## src/rtl/watchdog_pkg.sv

```systemverilog
// constants and state types for the watchdog timer
package watchdog_pkg;

  // system clock and watchdog oscillator rate
  localparam int unsigned SYS_CLK_HZ = 40_000_000;
  localparam int unsigned WDT_OSC_HZ = 1_000_000;
  localparam int unsigned OSC_DIV = SYS_CLK_HZ / WDT_OSC_HZ;
  localparam logic [5:0] OSC_DIV_LAST = 6'(OSC_DIV - 1);

  // shortest period in oscillator cycles, code 000
  localparam int unsigned BASE_PERIOD_CYCLES = 16384;

  // unlock window length in system clock cycles
  localparam logic [2:0] UNLOCK_CYCLES = 3'h4;

  // avalon byte addresses
  localparam logic [3:0] ADDR_CONTROL = 4'h0;
  localparam logic [3:0] ADDR_RESET_STATUS = 4'h4;
  localparam logic [3:0] ADDR_RESTART = 4'h8;
  localparam logic [3:0] ADDR_COUNT = 4'hc;

  // control register fields
  localparam int unsigned CTL_UNLOCK_BIT = 4;
  localparam int unsigned CTL_ENABLE_BIT = 3;
  localparam int unsigned CTL_SEL_LSB = 0;
  localparam int unsigned CTL_SEL_W = 3;
  localparam logic [2:0] SEL_RESET = 3'h0;

  // reset status register field
  localparam int unsigned STS_CAUSE_BIT = 3;

  typedef struct packed {
    logic fuse_meta;
    logic fuse_sync;
    logic level2;
    logic enable;
    logic [2:0] sel;
    logic [2:0] unlock_cnt;
    logic [5:0] div_cnt;
    logic [31:0] wdt_cnt;
    logic cause_flag;
    logic chip_reset;
    logic waitrequest;
    logic [31:0] readdata;
  } wdt_state_type;

endpackage : watchdog_pkg

```

## src/rtl/watchdog_timer.sv

```systemverilog
// watchdog timer with fuse safety level and timed unlock, avalon slave
`timescale 1ns/10ps

module watchdog_timer #(
  parameter int unsigned PERIOD_UNIT = watchdog_pkg::BASE_PERIOD_CYCLES
) (
  // clock and reset
  input wire logic i_sys_clk,
  input wire logic i_reset,
  input wire logic i_power_on,
  // fuse pin, high when programmed
  input wire logic i_always_on_fuse,
  // avalon-mm slave
  input wire logic [3:0] i_address,
  input wire logic i_read,
  input wire logic i_write,
  input wire logic [31:0] i_writedata,
  output logic o_waitrequest,
  output logic [31:0] o_readdata,
  // chip reset request
  output logic o_chip_reset
);

  watchdog_pkg::wdt_state_type st_r;
  watchdog_pkg::wdt_state_type st_nxt;

  function automatic logic [31:0] period_of(input logic [2:0] sel);
    period_of = 32'(PERIOD_UNIT) << sel;
  endfunction : period_of

  function automatic logic [31:0] ctl_view(
    input watchdog_pkg::wdt_state_type s
  );
    logic [31:0] v;
    v = 32'h0;
    v[watchdog_pkg::CTL_UNLOCK_BIT] = (s.unlock_cnt != 3'h0);
    v[watchdog_pkg::CTL_ENABLE_BIT] = s.enable | s.level2;
    v[watchdog_pkg::CTL_SEL_LSB +: watchdog_pkg::CTL_SEL_W] = s.sel;
    ctl_view = v;
  endfunction : ctl_view

  logic access;
  logic wr_go;
  logic wr_unlock;
  logic wr_enable;
  logic [2:0] wr_sel;
  logic tick;
  logic restart;
  logic timeout;
  logic active;

  always_comb begin
    st_nxt = st_r;
    access = (i_read | i_write) & st_r.waitrequest;
    // a write lands only on the edge that sees waitrequest low
    wr_go = i_write & ~st_r.waitrequest;
    wr_unlock = i_writedata[watchdog_pkg::CTL_UNLOCK_BIT];
    wr_enable = i_writedata[watchdog_pkg::CTL_ENABLE_BIT];
    wr_sel = i_writedata[watchdog_pkg::CTL_SEL_LSB +:
                         watchdog_pkg::CTL_SEL_W];
    active = st_r.enable | st_r.level2;
    tick = (st_r.div_cnt == watchdog_pkg::OSC_DIV_LAST);
    // restart is a write to its own address
    restart = wr_go && (i_address == watchdog_pkg::ADDR_RESTART);
    timeout = active && tick &&
              (st_r.wdt_cnt == period_of(st_r.sel) - 32'h1);

    // fuse pin synchroniser
    st_nxt.fuse_meta = i_always_on_fuse;
    st_nxt.fuse_sync = st_r.fuse_meta;

    // oscillator divider
    st_nxt.div_cnt = tick ? 6'h0 : st_r.div_cnt + 6'h1;

    // window closes four cycles after opening
    if (st_r.unlock_cnt != 3'h0) begin
      st_nxt.unlock_cnt = st_r.unlock_cnt - 3'h1;
    end

    if (wr_go && i_address == watchdog_pkg::ADDR_CONTROL) begin
      if (wr_unlock && wr_enable) begin
        st_nxt.unlock_cnt = watchdog_pkg::UNLOCK_CYCLES;
        st_nxt.enable = 1'b1;
      end else if (!wr_unlock && st_r.unlock_cnt != 3'h0) begin
        st_nxt.sel = wr_sel;
        st_nxt.unlock_cnt = 3'h0;
        st_nxt.enable = st_r.level2 | wr_enable;
      end else if (wr_enable) begin
        st_nxt.enable = 1'b1;
      end
    end
    if (st_r.level2) begin
      st_nxt.enable = 1'b1;
    end

    if (restart || !active || timeout) begin
      st_nxt.wdt_cnt = 32'h0;
    end else if (tick) begin
      st_nxt.wdt_cnt = st_r.wdt_cnt + 32'h1;
    end

    st_nxt.chip_reset = timeout;

    // set beats a software clear in the same cycle
    if (wr_go && i_address == watchdog_pkg::ADDR_RESET_STATUS &&
        !i_writedata[watchdog_pkg::STS_CAUSE_BIT]) begin
      st_nxt.cause_flag = 1'b0;
    end
    if (timeout) begin
      st_nxt.cause_flag = 1'b1;
    end

    // one wait cycle, then answer for one cycle
    st_nxt.waitrequest = ~access;
    if (access) begin
      case (i_address)
        watchdog_pkg::ADDR_CONTROL: st_nxt.readdata = ctl_view(st_r);
        watchdog_pkg::ADDR_RESET_STATUS: begin
          st_nxt.readdata = 32'h0;
          st_nxt.readdata[watchdog_pkg::STS_CAUSE_BIT] = st_r.cause_flag;
        end
        watchdog_pkg::ADDR_COUNT: st_nxt.readdata = st_r.wdt_cnt;
        default: st_nxt.readdata = 32'h0;
      endcase
    end

    if (i_reset) begin
      // level and initial enable follow the fuse
      st_nxt.level2 = st_r.fuse_sync;
      st_nxt.enable = st_r.fuse_sync;
      st_nxt.sel = watchdog_pkg::SEL_RESET;
      st_nxt.unlock_cnt = 3'h0;
      st_nxt.div_cnt = 6'h0;
      // any chip reset clears the counter
      st_nxt.wdt_cnt = 32'h0;
      st_nxt.chip_reset = 1'b0;
      st_nxt.waitrequest = 1'b1;
      st_nxt.readdata = 32'h0;
      if (i_power_on) begin
        st_nxt.cause_flag = 1'b0;
      end
    end
  end

  // single clock: oscillator is a tick, so no crossing
  always_ff @(posedge i_sys_clk) begin
    st_r <= st_nxt;
  end

  assign o_waitrequest = st_r.waitrequest;
  assign o_readdata = st_r.readdata;
  assign o_chip_reset = st_r.chip_reset;

endmodule : watchdog_timer

```

## config.mk

```make
export PLATFORM = sky130hd
export DESIGN_NAME = watchdog_timer
export DESIGN_NICKNAME = d
export VERILOG_FILES = /design/src/rtl/watchdog_pkg.sv /design/src/rtl/watchdog_timer.sv
export SDC_FILE = /design/constraint.sdc
export NUM_CORES = 1
export LEC_CHECK = 0
export ABC_AREA = 1
export BUFFER_PORTS_ARGS = -buffer_cell sky130_fd_sc_hd__clkbuf_2
export CORE_AREA = 2 2 114 72
export CTS_CLUSTER_DIAMETER = 200
export DETAILED_ROUTE_END_ITERATION = 8
export DIE_AREA = 0 0 116 74
export GPL_ROUTABILITY_DRIVEN = 0
export PLACE_DENSITY = 0.83
export SLEW_MARGIN = 10
export SYNTH_ARGS = -nofsm -noshare
export SYNTH_HDL_FRONTEND = slang
export SYNTH_SLANG_ARGS = --single-unit
```

## constraint.sdc

```tcl
create_clock -name i_sys_clk -period 4.5 [get_ports i_sys_clk]
set_input_delay 0.675 -clock i_sys_clk [delete_from_list [all_inputs] [get_ports i_sys_clk]]
set_output_delay 0.675 -clock i_sys_clk [all_outputs]
set_load 0.005 [all_outputs]
```

Word-level counts from Yosys, hierarchy flattened
Index checks and enable logic that the tools add are counted.

Logic and storage cells: 69. Bits of input ports: 42. Register bits after elaboration: 83.

Shift operators: 1. Bitwise operators: 8. Reduce and logical (&&, ||, !) cells: 21. Add/subtract/negate cells: 4. Muxes and demuxes: 18. Eq/ne operators: 5.

Operators with widths (number): $mux W32 (3); $pmux W32 S3 (1); $mux W80 (1); $add A32 B1 Y32 const B (1); $eq A32 B32 Y1 (1); $shl A15 B3 Y32 const A (1); $sub A32 B1 Y32 const B (1); $mux W6 (2); $mux W3 (3); $eq A4 B4 Y1 const B (2); $logic_and A1 B1 Y1 (8); $mux W1 (7); $mux W7 (1); $add A6 B1 Y6 const B (1); $eq A6 B6 Y1 const B (1); $reduce_bool A3 Y1 (2); $reduce_bool A5 Y1 (1); $eq A4 B3 Y1 const B (1); $logic_not A4 Y1 (1); $reduce_or A2 Y1 (2); $logic_not A1 Y1 (3); $not A1 Y1 (3); $or A1 B1 Y1 (3); $reduce_and A3 Y1 (1); other kinds (4) (6).

Longest topological paths before layout
Depth after elaboration: 8. Mapped depth: 16.

Worst setup path after synthesis
No wires, ideal clock.

Path kind: register -> register. From: register st_r[78] (netlist name). To: register st_r[43] (netlist name). Period minus slack after synthesis: 1827 ps. Buffers on the path: 2. Cell stages (with the launch flop): 16. Path slack: 2673 ps. Arrival time: 1711 ps. Library setup time: 116 ps. Required time: 4384 ps. Cell sequence: dfxtp_1 > nor2_2 > nand2_1 > ha_1 > buf_2 > inv_1 > nand2_1 > nand3_1 > nand2_1 > nand2_1 > nand2_1 > nor2_1 > nand2_2 > nand2_4 > buf_6 > nor2_1.

Word-level cells in the longest chain between the ends: 6.

Ends and longest elaborated chain: start, declared (RTL line watchdog_timer.sv:24) `watchdog_pkg::wdt_state_type st_r;`; start signal, assigned (RTL line watchdog_timer.sv:147) `st_r <= st_nxt;`; $shl A15 B3 Y32 (RTL line watchdog_timer.sv:28) `period_of = 32'(PERIOD_UNIT) << sel;`; $sub A32 B1 Y32 (RTL line watchdog_timer.sv:66) `(st_r.wdt_cnt == period_of(st_r.sel) - 32'h1);`; $eq A32 B32 Y1 (RTL line watchdog_timer.sv:66); $logic_and A1 B1 Y1 (RTL line watchdog_timer.sv:65) `timeout = active && tick &&`; $logic_or A1 B1 Y1 (RTL line watchdog_timer.sv:96) `if (restart || !active || timeout) begin`; $reduce_or A2 Y1 (no line).

Every way passes these cells. A chain may end at the register's enable or synchronous reset.

Worst setup path in the final report
From: register st_r[78] (netlist name). To: register st_r[38] (netlist name).

Same word-level chain as after synthesis.

==> impl_metrics.yaml <==
timing:
  unrepaired_setup_endpoints_after_global_routing: "no"
  max_slew_margin_pct: 42.27
  worst_pin_slew_ns: 0.8650
  top_achievable_clock_speed_mhz: 419.2
  sum_of_negative_setup_slack_ns: 0
  clock-skew-final_ns: 0.006349
  final_period_minus_worst_setup_slack_ns: 2.385
  finalCritPeriodShare_pct: 53.01
  slew_viol_final: 0
  setup_viol_count_final: 0
  hold_violations: 0
critical_path:
  crit_path_max_fanout: 32
  worst_path_most_repeated_cell: "sky130_fd_sc_hd__nor2_1"
  cp_top_family: "simple AND/OR/NAND/NOR gates"
  cp_slowest_stage_delay_ns: 0.38
  capture_point_of_the_critical_path: "st_r[38]"
  crit_path_start: "st_r[78]"
  worst_case_register_to_register_setup_slack_ns: 2.11
  setup.worst_path.class: "reg -> reg"
  regToRegStartpoint: "st_r[78]"
  critical_path.endpoint_type: "flop"
  endpoint_of_the_worst_slack_reg_to_reg_timing_path: "st_r[38]"
  timing.critical_path.cells: "nor2_2 -> nand2_1 -> ha_1 -> nand2_1 -> inv_1 -> nor2_1 -> nand2_1 -> nor2_1 -> nand3_1 -> nor2_1 -> nand2_2 -> nand2_4 -> nor2_1"
  arrival_ns: 2.60
  crit_required_ns: 4.71
  reg2regPathDepth: 13
  critical_path.startpoint_type: "flop"
  path_depth: 13
  worst-path-buf-inv: 1
  crit_path_top_delay_cell: "sky130_fd_sc_hd__dfxtp_1"
logic_synthesis:
  synth.cell_area_sq_mm: 0.004434
  synth.avg_cell_area_sq_um: 6.739
  mappedNetlistNets: 706
  postSynthRegisterBits: 83
  yosysSeqAreaShare_pct: 37.92
  syn-instance-count: 658
  yosys_warnings: 0
  yosys.cell_types.count: 34
clock_tree:
  worst_skew_pair.late_latency_ns: 0.34
  sink_count_of_the_clock_tree: 83
  cts.clk_slew.worst_paths_ns: 0.06
  clock_tree.root_cell: "sky130_fd_sc_hd__clkbuf_16"
  post_cts_buffers: 0
  post_cts_resized: 0
  tritoncts.num_buffers: 9
  cts_max_path_buffers: 2
  postCtsHoldBufs: 0
  cts_tree: "yes"
  cts.htree.levels: 3
placed_design:
  hpwl_dp_microns: 7544
  io_buf_count: 48
  postPlaceCellArea_sq_mm: 0.004478
drt:
  avgViaCountPerCell: 5.301
  detail_route.drc_violations: 0
  drtIter0Drc: 359
  drt-total-wl_microns: 10390
  via_count: 4135
  wl_per_cell_microns: 13.32
  drt.antenna.violating_nets: 0
  dr.pass1.iters: 6
pwr:
  peakVddDrop_v: 0.0001817
  sequentialPowerShare_pct: 47.4
  power_density_mw_per_mm2: 346.9
  net_sw_power_w: 0.0003897
  cellLeakagePower_nw: 1.860
  power.share.combinational_pct: 8.4
  totalPowerFinal_w: 0.001657
  power.switching_fraction_pct: 23.53
  cellInternalPower_w: 0.001267
  power.clock.fraction_pct: 44.2
die:
  starting_density_of_the_core_pct: 58.58
  ioPinCount: 76
  floorplan.rows: 25
  dieWidth_microns: 116
  dieArea_sq_mm: 0.008584
  fp.dieH_microns: 74
  core_area_sq_mm: 0.007570
global_routing:
  globalRouteOverflowTotal: 0
  grt_max_degree: 61
  first_global_vias: 3752
  number_of_antenna_violations_at_the_first_check_in_global_routing: 0
  gr-usage-all-layers_pct: 25.72
  grt_first_pass_wirelength_microns: 17180
final_layout:
  layout-drive-gt1-share_pct: 11.61
  area_growth_syn_to_layout_pct: 7.675
  n_antenna_cell: 0
  fin_area_sq_mm: 0.004775
  postLayoutCoreUtil_pct: 63.07
  layout.nets: 715
worst_hold_path:
  min-delay-start: "st_nxt[81]"
  hold_path.class: "reg -> reg"
flow_run:
  maxCapViolCount: 0
status:
  status: "finished clean"
==> logic make-up after synthesis <==
family / after synthesis / share of synthesized area, %
simple gates: 347 / 33.04
buf+inv: 111 / 12.73
compound gates: 90 / 10.47
flops: 83 / 37.92
xor+xnor: 21 / 4.148
fa+ha+maj: 6 / 1.693
==> state kept, by name, summed over array words and instances (netlist names) <==
name and cells:
o_chip_reset 1, st_r 48, st_nxt 1, o_readdata 32, o_waitrequest 1
==> area by class of cell <==
| type | instances | area [sq um] |
|---|---|---|
| multi-input cells | 464 | 2188 |
| clock inverters | 3 | 46.29 |
| inverters | 60 | 225.2 |
| clock buffers | 13 | 250.2 |
| fillers | 664 | 2795 |
| repair buffers | 49 | 247.7 |
| flip-flops and latches | 83 | 1682 |
| well taps | 108 | 135.1 |
==> synthesized netlist by cell type (all sizes together) <==
cell / number / area, sq um
dfxtp: 81 / 1622
clkinv: 1 / 3.750
nor4: 3 / 18.77
xor2: 11 / 96.34
edfxtp: 2 / 60.06
nand3: 37 / 215.2
nor3: 3 / 15.01
a21oi: 47 / 235.2
o21ai: 37 / 185.2
o41ai: 1 / 8.760
nand4: 3 / 18.77
nand2: 183 / 704.4
or2: 1 / 6.260
o31ai: 1 / 7.510
buf: 39 / 292.8
ha: 6 / 75.07
nor2: 117 / 486.7
o22ai: 3 / 18.77
clkbuf: 12 / 46.29
o221ai: 1 / 8.760
inv: 59 / 221.5
xnor2: 10 / 87.58
==> worst reg2reg max path: stages, from the launching register on <==
cell,delay [ns]
sky130_fd_sc_hd__dfxtp_1,0.38
sky130_fd_sc_hd__nor2_2,0.20
sky130_fd_sc_hd__nand2_1,0.10
sky130_fd_sc_hd__ha_1,0.31
sky130_fd_sc_hd__nand2_1,0.07
sky130_fd_sc_hd__inv_1,0.04
sky130_fd_sc_hd__nor2_1,0.15
sky130_fd_sc_hd__nand2_1,0.07
sky130_fd_sc_hd__nor2_1,0.17
sky130_fd_sc_hd__nand3_1,0.09
sky130_fd_sc_hd__nor2_1,0.14
sky130_fd_sc_hd__nand2_2,0.11
sky130_fd_sc_hd__nand2_4,0.32
sky130_fd_sc_hd__nor2_1,0.11
==> cell usage in the layout, fill, tap and decap left out, types with 6 or more instances in the layout <==
cell type / count
sky130_fd_sc_hd__a21oi_1: 47
sky130_fd_sc_hd__clkbuf_16: 9
sky130_fd_sc_hd__clkbuf_2: 48
sky130_fd_sc_hd__dfxtp_1: 81
sky130_fd_sc_hd__ha_1: 6
sky130_fd_sc_hd__inv_1: 57
sky130_fd_sc_hd__nand2_1: 180
sky130_fd_sc_hd__nand3_1: 34
sky130_fd_sc_hd__nor2_1: 110
sky130_fd_sc_hd__nor2_4: 6
sky130_fd_sc_hd__o21ai_0: 36
sky130_fd_sc_hd__xnor2_1: 10
sky130_fd_sc_hd__xor2_1: 11
==> metal layers <==
layer / track usage, % / vias up / routed length, microns
met3: 6.927 / 22 / 960
met2: 39.96 / 186 / 4364
met1: 35.46 / 1864 / 4863
met5: 0 / - / 0
met4: 7.937 / 0 / 198
li1: - / 2063 / -
==> per-stage QoR <==
| stage | setup WS, ns | cells | hold WS [ns] |
|---|---|---|---|
| floorplan | 2.673 | 658 | 0.3096 |
| global placement | 2.216 | 764 | 0.3113 |
| detailed placement | 2.155 | 764 | 0.3164 |
| CTS | 2.192 | 780 | 0.3300 |
| global route | 1.916 | 780 | 0.3320 |
| finish | 2.115 | 780 | 0.3280 |
==> power groups by stage <==
stage | Combinational (W) | Clock (W) | Sequential [W]
floorplan | 0.000118 | 0 | 0.000796
global placement | 0.000129 | 0 | 0.000799
detailed placement | 0.000137 | 0 | 0.000801
CTS | 0.000139 | 0.000742 | 0.000785
global route | 0.000159 | 0.000775 | 0.000787
finish | 0.000139 | 0.000733 | 0.000785
==> worst min path at each step <==
| stage | slack [ns] | end | cells after the start |
|---|---|---|---|
| after floorplan | 0.31 | st_r[81] | 0 |
| after global placement | 0.31 | st_r[81] | 0 |
| after detailed placement | 0.32 | st_r[81] | 0 |
| after CTS | 0.33 | st_r[81] | 0 |
| after global routing | 0.33 | st_r[81] | 0 |
| final | 0.33 | st_r[81] | 0 |
No activity file was read; power rests on OpenSTA's default activity.
